<file path="src/logic/gpio_pkg.sv">
// constants, carrier types and shared decode for the gpio port with pin interrupts
// assumes one 10 mhz clock (MCLK) and a plain address/strobe register port
package gpio_pkg;
  localparam int NPINS = 32;
  localparam int HALF = 8;
  localparam int NHALF = 4;
  localparam int NCH = 6;
  localparam int AW = 8;
  localparam int DW = 32;

  // port registers
  localparam logic [7:0] DIR_ADDR = 8'h00;
  localparam logic [7:0] DIR_SET_ADDR = 8'h04;
  localparam logic [7:0] DIR_CLR_ADDR = 8'h08;
  localparam logic [7:0] DATA_ADDR = 8'h0C;
  localparam logic [7:0] DATA_SET_ADDR = 8'h10;
  localparam logic [7:0] DATA_CLR_ADDR = 8'h14;
  localparam logic [7:0] DATA_TGL_ADDR = 8'h18;
  localparam logic [7:0] PIN_ADDR = 8'h1C;
  // interrupt source configuration, block status and mask
  localparam logic [7:0] SENSE_ADDR = 8'h20;
  localparam logic [7:0] BOTH_ADDR = 8'h24;
  localparam logic [7:0] INVERT_ADDR = 8'h28;
  localparam logic [7:0] SWREQ_ADDR = 8'h2C;
  localparam logic [7:0] SWREQ_SET_ADDR = 8'h30;
  localparam logic [7:0] SWREQ_CLR_ADDR = 8'h34;
  localparam logic [7:0] IRQ_STAT_ADDR = 8'h38;
  localparam logic [7:0] IRQ_MASK_ADDR = 8'h3C;

  // channel windows: base + index * stride, offsets below
  localparam logic [7:0] CH_BASE = 8'h40;
  localparam logic [7:0] CH_STRIDE = 8'h20;
  localparam int CH_SHIFT = 5;
  localparam logic [4:0] CH_ASSIGN_OFF = 5'h00;
  localparam logic [4:0] CH_MASK_OFF = 5'h04;
  localparam logic [4:0] CH_MASK_SET_OFF = 5'h08;
  localparam logic [4:0] CH_MASK_CLR_OFF = 5'h0C;
  localparam logic [4:0] CH_REQ_OFF = 5'h10;
  localparam logic [4:0] CH_LATCH_OFF = 5'h14;
  localparam logic [4:0] CH_PIN_OFF = 5'h18;

  localparam logic [31:0] ZERO_WORD = 32'h0000_0000;
  localparam logic [3:0] ASSIGN_RST = 4'h0;
  localparam logic [5:0] CH_ZERO = 6'h00;

  typedef struct packed {
    logic [7:0] addr;
    logic [31:0] wdata;
    logic wr;
    logic rd;
  } bus_req_t;

  typedef struct packed {
    logic [31:0] edge_mode;
    logic [31:0] both;
    logic [31:0] invert;
  } pin_cfg_t;

  // write-one-to-modify update shared by the direction, data, software request and channel mask words
  function automatic logic [31:0] w1m(input logic [31:0] cur, input logic [31:0] d,
                                      input logic wr_all, input logic set,
                                      input logic clr, input logic tgl);
    logic [31:0] r;
    r = cur;
    if (wr_all) begin
      r = d;
    end else if (set) begin
      r = cur | d;
    end else if (clr) begin
      r = cur & ~d;
    end else if (tgl) begin
      r = cur ^ d;
    end
    return r;
  endfunction

  // one assign bit enables eight consecutive pins
  function automatic logic [31:0] half_expand(input logic [3:0] a);
    logic [31:0] r;
    r = ZERO_WORD;
    for (int h = 0; h < NHALF; h++) begin
      r[h*HALF +: HALF] = {HALF{a[h]}};
    end
    return r;
  endfunction
endpackage

</file>
<file path="src/logic/gpio_port.sv">
// top of the gpio port: pin direction/data, interrupt sources, six channels
// assumes PIN_IN is asynchronous and software uses the plain strobe port
`timescale 1ns/10ps
module gpio_port (
  input wire logic MCLK,
  input wire logic RESETN,
  input wire logic [7:0] ADDR,
  input wire logic [31:0] WDATA,
  input wire logic WR,
  input wire logic RD,
  output logic [31:0] RDATA,
  input wire logic [31:0] PIN_IN,
  output logic [31:0] PIN_OUT,
  output logic [31:0] PIN_OE,
  output logic [5:0] PIN_IRQ,
  output logic IRQ
);
  gpio_pkg::bus_req_t req;

  // pin synchroniser state
  logic [31:0] sync1;
  logic [31:0] sync2;
  logic [31:0] sync3;
  logic [31:0] pin;
  logic [31:0] next_pin;

  // port state
  logic [31:0] dir;
  logic [31:0] data;
  logic [31:0] next_dir;
  logic [31:0] next_data;

  // interrupt source state
  gpio_pkg::pin_cfg_t cfg;
  gpio_pkg::pin_cfg_t next_cfg;
  logic [31:0] swreq;
  logic [31:0] next_swreq;
  logic [31:0] prev_act;
  logic [31:0] src;
  logic [31:0] act;
  logic [31:0] ev;

  // block status and read port
  logic [5:0] stat;
  logic [5:0] imask;
  logic [5:0] next_stat;
  logic [5:0] next_imask;
  logic next_irq;
  logic [31:0] next_rdata;
  logic [31:0] word;
  logic [31:0] ch_rd [gpio_pkg::NCH];
  logic [5:0] ch_irq;

  always_comb begin
    req.addr = ADDR;
    req.wdata = WDATA;
    req.wr = WR;
    req.rd = RD;
  end

  // three-stage synchroniser, a change is taken once stages two and three agree
  always_comb begin
    next_pin = pin;
    for (int i = 0; i < gpio_pkg::NPINS; i++) begin
      if (sync2[i] == sync3[i]) begin
        next_pin[i] = sync3[i];
      end
    end
  end

  always_ff @(posedge MCLK or negedge RESETN) begin
    if (!RESETN) begin
      sync1 <= gpio_pkg::ZERO_WORD;
      sync2 <= gpio_pkg::ZERO_WORD;
      sync3 <= gpio_pkg::ZERO_WORD;
      pin <= gpio_pkg::ZERO_WORD;
    end else begin
      sync1 <= PIN_IN;
      sync2 <= sync1;
      sync3 <= sync2;
      pin <= next_pin;
    end
  end

  // direction and output data, touched only by port addresses
  always_comb begin
    next_dir = gpio_pkg::w1m(dir, WDATA, WR && ADDR == gpio_pkg::DIR_ADDR,
                             WR && ADDR == gpio_pkg::DIR_SET_ADDR,
                             WR && ADDR == gpio_pkg::DIR_CLR_ADDR, 1'b0);
    next_data = gpio_pkg::w1m(data, WDATA, WR && ADDR == gpio_pkg::DATA_ADDR,
                              WR && ADDR == gpio_pkg::DATA_SET_ADDR,
                              WR && ADDR == gpio_pkg::DATA_CLR_ADDR,
                              WR && ADDR == gpio_pkg::DATA_TGL_ADDR);
  end

  always_ff @(posedge MCLK or negedge RESETN) begin
    if (!RESETN) begin
      dir <= gpio_pkg::ZERO_WORD;
      data <= gpio_pkg::ZERO_WORD;
    end else begin
      dir <= next_dir;
      data <= next_data;
    end
  end

  always_comb begin
    PIN_OUT = data;
    PIN_OE = dir;
  end

  // interrupt source selection, polarity and edge detection
  always_comb begin
    next_cfg = cfg;
    if (WR && ADDR == gpio_pkg::SENSE_ADDR) begin
      next_cfg.edge_mode = WDATA;
    end
    if (WR && ADDR == gpio_pkg::BOTH_ADDR) begin
      next_cfg.both = WDATA;
    end
    if (WR && ADDR == gpio_pkg::INVERT_ADDR) begin
      next_cfg.invert = WDATA;
    end
    next_swreq = gpio_pkg::w1m(swreq, WDATA, WR && ADDR == gpio_pkg::SWREQ_ADDR,
                               WR && ADDR == gpio_pkg::SWREQ_SET_ADDR,
                               WR && ADDR == gpio_pkg::SWREQ_CLR_ADDR, 1'b0);
    // inputs use the pin, outputs only the software request
    src = (~dir & pin) | (dir & swreq);
    act = src ^ cfg.invert;
    // both-edge mode also counts the inactive-going edge
    ev = cfg.edge_mode & ((act & ~prev_act) | (cfg.both & ~act & prev_act));
  end

  always_ff @(posedge MCLK or negedge RESETN) begin
    if (!RESETN) begin
      cfg <= '0;
      swreq <= gpio_pkg::ZERO_WORD;
      prev_act <= gpio_pkg::ZERO_WORD;
    end else begin
      cfg <= next_cfg;
      swreq <= next_swreq;
      prev_act <= act;
    end
  end

  // the six channels
  generate
    for (genvar c = 0; c < gpio_pkg::NCH; c++) begin : g_ch
      pin_irq_channel #(
        .BASE(8'(gpio_pkg::CH_BASE + c * gpio_pkg::CH_STRIDE))
      ) u_ch (
        .clk(MCLK),
        .rst_n(RESETN),
        .req(req),
        .pin_raw(pin),
        .pin_level(act),
        .pin_event(ev),
        .edge_mode(cfg.edge_mode),
        .rd_word(ch_rd[c]),
        .irq(ch_irq[c])
      );
    end
  endgenerate

  always_comb begin
    PIN_IRQ = ch_irq;
  end

  // block status: channel requests stick until written with one, set wins
  always_comb begin
    next_stat = stat;
    if (WR && ADDR == gpio_pkg::IRQ_STAT_ADDR) begin
      next_stat = stat & ~WDATA[5:0];
    end
    next_stat = next_stat | ch_irq;
    next_imask = (WR && ADDR == gpio_pkg::IRQ_MASK_ADDR) ? WDATA[5:0] : imask;
    next_irq = |(stat & imask);
  end

  // read mux, one cycle latency, zero outside a read
  always_comb begin
    word = gpio_pkg::ZERO_WORD;
    unique case (ADDR)
      gpio_pkg::DIR_ADDR: word = dir;
      gpio_pkg::DATA_ADDR: word = data;
      gpio_pkg::PIN_ADDR: word = pin;
      gpio_pkg::SENSE_ADDR: word = cfg.edge_mode;
      gpio_pkg::BOTH_ADDR: word = cfg.both;
      gpio_pkg::INVERT_ADDR: word = cfg.invert;
      gpio_pkg::SWREQ_ADDR: word = swreq;
      gpio_pkg::IRQ_STAT_ADDR: word = {26'h000_0000, stat};
      gpio_pkg::IRQ_MASK_ADDR: word = {26'h000_0000, imask};
      default: begin
        for (int c = 0; c < gpio_pkg::NCH; c++) begin
          word = word | ch_rd[c];
        end
      end
    endcase
    next_rdata = RD ? word : gpio_pkg::ZERO_WORD;
  end

  always_ff @(posedge MCLK or negedge RESETN) begin
    if (!RESETN) begin
      stat <= gpio_pkg::CH_ZERO;
      imask <= gpio_pkg::CH_ZERO;
      IRQ <= 1'b0;
      RDATA <= gpio_pkg::ZERO_WORD;
    end else begin
      stat <= next_stat;
      imask <= next_imask;
      IRQ <= next_irq;
      RDATA <= next_rdata;
    end
  end
endmodule

</file>
<file path="src/logic/pin_irq_channel.sv">
// one pin interrupt channel: half-port assignment, mask, latches, request output
// assumes pin levels and edge pulses already synchronised and polarity applied
`timescale 1ns/10ps
module pin_irq_channel #(
  parameter logic [7:0] BASE = 8'h40
) (
  input wire logic clk,
  input wire logic rst_n,
  input wire gpio_pkg::bus_req_t req,
  input wire logic [31:0] pin_raw,
  input wire logic [31:0] pin_level,
  input wire logic [31:0] pin_event,
  input wire logic [31:0] edge_mode,
  output logic [31:0] rd_word,
  output logic irq
);
  logic [3:0] assign_map;
  logic [31:0] mask;
  logic [31:0] latch;
  logic [3:0] next_assign_map;
  logic [31:0] next_mask;
  logic [31:0] next_latch;
  logic next_irq;
  logic hit;
  logic wr;
  logic [4:0] off;
  logic [31:0] en;
  logic [31:0] clr;

  always_comb begin
    hit = req.addr[7:gpio_pkg::CH_SHIFT] == BASE[7:gpio_pkg::CH_SHIFT];
    off = req.addr[4:0];
    wr = req.wr && hit;
    en = gpio_pkg::half_expand(assign_map);
    next_assign_map = (wr && off == gpio_pkg::CH_ASSIGN_OFF) ? req.wdata[3:0] : assign_map;
    next_mask = gpio_pkg::w1m(mask, req.wdata, wr && off == gpio_pkg::CH_MASK_OFF,
                              wr && off == gpio_pkg::CH_MASK_SET_OFF,
                              wr && off == gpio_pkg::CH_MASK_CLR_OFF, 1'b0);
    clr = (wr && (off == gpio_pkg::CH_REQ_OFF || off == gpio_pkg::CH_LATCH_OFF)) ?
          req.wdata : gpio_pkg::ZERO_WORD;
    // edge bits stick until cleared, new edge wins; level bits follow the pin
    next_latch = en & ((edge_mode & ((latch & ~clr) | pin_event)) |
                       (~edge_mode & pin_level));
    next_irq = |(latch & mask);
    rd_word = gpio_pkg::ZERO_WORD;
    if (hit) begin
      unique case (off)
        gpio_pkg::CH_ASSIGN_OFF: rd_word = {28'h000_0000, assign_map};
        gpio_pkg::CH_MASK_OFF: rd_word = mask;
        gpio_pkg::CH_REQ_OFF: rd_word = latch & mask;
        gpio_pkg::CH_LATCH_OFF: rd_word = latch;
        gpio_pkg::CH_PIN_OFF: rd_word = pin_raw & en;
        default: rd_word = gpio_pkg::ZERO_WORD;
      endcase
    end
  end

  always_ff @(posedge clk or negedge rst_n) begin
    if (!rst_n) begin
      assign_map <= gpio_pkg::ASSIGN_RST;
      mask <= gpio_pkg::ZERO_WORD;
      latch <= gpio_pkg::ZERO_WORD;
      irq <= 1'b0;
    end else begin
      assign_map <= next_assign_map;
      mask <= next_mask;
      latch <= next_latch;
      irq <= next_irq;
    end
  end
endmodule

</file>
<file path="config.mk">
export PLATFORM = sky130hd
export DESIGN_NAME = gpio_port
export DESIGN_NICKNAME = d
export VERILOG_FILES = /design/src/logic/gpio_pkg.sv /design/src/logic/gpio_port.sv /design/src/logic/pin_irq_channel.sv
export SDC_FILE = /design/constraint.sdc
export NUM_CORES = 2
export LEC_CHECK = 0
export BUFFER_PORTS_ARGS = -buffer_cell sky130_fd_sc_hd__buf_2
export CAP_MARGIN = 20
export CORE_MARGIN = 2
export CORE_UTILIZATION = 32
export DETAILED_ROUTE_END_ITERATION = 8
export PLACE_DENSITY = 0.55
export SYNTH_ARGS = -nofsm -noshare
export SYNTH_HDL_FRONTEND = slang
export SYNTH_SLANG_ARGS = --single-unit
</file>
<file path="constraint.sdc">
create_clock -name MCLK -period 3.6 [get_ports MCLK]
set_input_delay 0.54 -clock MCLK [delete_from_list [all_inputs] [get_ports MCLK]]
set_output_delay 0.54 -clock MCLK [all_outputs]
set_load 0.01 [all_outputs]
</file>
==> flow_metrics.py <==
metrics = {
    "setup_path": {
        "regToRegSetupSlack_ns": 0.90,
        "start_kind": "primary input",
        "cp_max_fo": 30,
        "regToRegStartpoint": "g_ch[4].u_ch.assign_map[1]",
        "rr_worst_depth": 5,
        "required_ns": 4.29,
        "worst_ep_arrival_time_ns": 3.83,
        "r2r_end": "RDATA[8]",
        "worstSetupPathType": "in2reg",
        "endpoint_kind": "flip-flop",
    },
    "timing": {
        "fin_skew_ns": 0.0536,
        "finalHoldViolations": 0,
        "period_needed_ns": 3.14,
        "max_freq_mhz": 318,
        "drv_slew": 0,
        "worstMarginPinSlew_ns": 1.26,
        "setup_viol": 0,
        "period_share_pct": 87.3,
        "rsz0062_at_grt": "no",
        "slew_headroom_pct": 14.8,
    },
    "logic_synthesis": {
        "ys_types": 96,
        "synth_compound_area_share_pct": 30.4,
        "synth.area.mux_share_pct": 4.82,
        "synth_fa_ha_area_share_pct": 2.54,
        "synth_top_family_by_area": "compound AO/OA/AOI/OAI gates",
        "synthesis.area_sq_mm": 0.0441,
        "yosysSeqAreaShare_pct": 46.0,
        "synth-seq-cells": 811,
        "synth-edff-count": 0,
        "synth_warnings": 0,
        "synth_ff_type": "dfrtp_1",
        "avgSynthCellArea_sq_um": 10.1,
        "synth_simple_gate_area_share_pct": 10.1,
        "async_flop_share_pct": 100,
        "syn_nets": 4495,
        "synthCells": 4355,
        "synthXorXnorAreaFrac_pct": 0.656,
    },
    "layout": {
        "layout.nets": 4699,
        "drive_above_1_share_pct": 19.5,
        "area_growth_pct": 19.1,
        "fillers": 13625,
        "design_area_sq_mm": 0.0525,
        "fin_util_pct": 38.3,
        "layout_commonest_cell": "dfrtp_1",
        "final_cell_mix": "dfrtp_1 (811), o21ai_0 (381), buf_4 (297)",
    },
    "floorplan": {
        "fp.dieH_um": 375,
        "coreArea_sq_mm": 0.137,
        "start_util_pct": 32.1,
        "ios": 179,
        "num_rows": 136,
        "die_w_um": 375,
        "fp.dieArea_sq_mm": 0.141,
    },
    "placement": {
        "port_buffers": 178,
        "gp_congestion": 1.09,
        "dpl-instance-area_sq_mm": 0.0488,
        "place_hpwl_um": 181000,
    },
    "global_routing": {
        "gr-max-usage-layer": "met2",
        "use_met1_pct": 46.3,
        "overflow": 0,
        "grt_pass1_wl_um": 343000,
        "grt_usage_pct": 34.8,
        "grt_max_degree": 140,
        "grtUsageMet3_pct": 11.5,
        "first_global_vias": 40254,
        "met2_usage_pct": 48.5,
        "antenna_found_initial": 26,
    },
    "detailed_routing": {
        "wl_um": 250000,
        "vias": 42731,
        "drt_iter0_drc": 6507,
        "viasPerCell": 6.63,
        "detail-route-antenna-nets": 0,
        "first_pass_iters": 7,
        "wl_per_cell_um": 38.8,
        "route.detailed.drc": 0,
    },
    "clock_tree": {
        "cts_tree": "built",
        "clk_pin_slew_ns": 0.06,
        "insertion_delay_ns": 0.77,
        "cts_buffers": 93,
        "clkSinkCount": 811,
        "htreeDepth": 3,
        "clockRootBuffer": "clkbuf_16",
        "cts.path.max_buffers": 3,
    },
    "power_and_ir_drop": {
        "vdd_drop_max_mv": 0.344,
        "p_leak_uw": 0.0230,
        "p_per_area_mw_per_mm2": 465,
    },
    "min_path": {
        "holdPathStages": 3,
        "hp-class": "in2reg",
        "min_to": "cfg[19]",
        "hp-start": "WDATA[19]",
    },
    "status": {
        "status": "finished clean",
    },
    "run": {
        "maxCapViolCount": 0,
    },
}
[layout make-up]
cell class / instances / area (sq um) / share of cell area (%)
Multi-Input combinational cell: 2995 / 21600 / 41.1
Clock buffer: 121 / 2600 / 4.96
Antenna cell: 14 / 35.0 / 0.0667
Timing Repair Buffer: 568 / 4690 / 8.94
Clock inverter: 53 / 709 / 1.35
Sequential cell: 811 / 20300 / 38.7
Tap cell: 1794 / 2240 / 4.28
Inverter: 90 / 338 / 0.644
[Yosys cell counts (70+ instances only)]
cell type / instances / area (sq um)
a21boi_0: 191 / 1430
o211ai_1: 80 / 601
mux2_2: 106 / 1190
buf_2: 144 / 721
nand3_1: 208 / 1040
a21oi_1: 148 / 741
o211a_1: 195 / 1950
dfrtp_1: 811 / 20300
a32oi_1: 70 / 613
mux2i_1: 93 / 931
clkbuf_1: 237 / 890
o21ai_0: 381 / 1910
inv_1: 87 / 327
a22o_1: 255 / 2230
a22oi_1: 112 / 841
nand2_1: 276 / 1040
[through the flow]
stage	power [uW]	TNS, ns	setup slack (ns)	instances	hold WS, ns
floorplan	11900	0	1.43	4355	0.244
global placement	13800	-0.00159	-0.00159	6223	0.332
detailed placement	13800	0	0.0451	6224	0.335
CTS	24300	0	0.832	6431	0.200
global route	25000	0	0.616	6433	0.247
finish	24400	0	0.457	6446	0.248
[power breakdown]
group	internal (uW)	switching (uW)	total, uW
clock	6090	4440	10500
sequential	9710	1030	10700
combinational	1100	2030	3130
[cell families after synthesis]
| kind of cell | after synthesis |
|---|---|
| adder cells (fa/ha/maj) | 96 |
| multiplexers | 199 |
| AND/OR/NAND/NOR | 850 |
| flip-flops | 811 |
| XOR/XNOR | 33 |
| AO/OA/AOI/OAI | 1817 |
| buffers and inverters | 549 |
[worst max-delay path by stage]
stage	cells past startpoint	slack, ns	startpoint	endpoint
after floorplan	7	1.43	ADDR[7]	PIN_OUT[27]
after global placement	8	-0.002	ADDR[4]	RDATA[13]
after detailed placement	8	0.05	ADDR[4]	RDATA[13]
after CTS	8	0.83	ADDR[4]	RDATA[13]
after global routing	8	0.62	ADDR[4]	RDATA[13]
final	8	0.46	ADDR[4]	RDATA[13]
[what timing repair did]
| action | 4_1_cts | 5_1_grt |
|---|---|---|
| resized for setup | 0 | 0 |
| buffers inserted | 0 | 0 |
| hold buffers | 33 | 0 |
| endpoints found under the hold margin | 60 | 0 |
[worst max-delay path: stages]
cell and delay [ns]:
buf_6 0.33, nor3b_4 0.84, nand2_1 0.75, buf_4 0.45, o22ai_1 0.18, a311oi_1 0.06
a41oi_1 0.46, buf_4 0.19
[layer usage]
metal / vias up / share of wire (%)
met3: 808 / 12
met1: 21629 / 40
met4: 26 / 7.3
met5: - / 0.068
li1: 17065 / -
met2: 3203 / 40
Power figures use the tool's default switching activity.
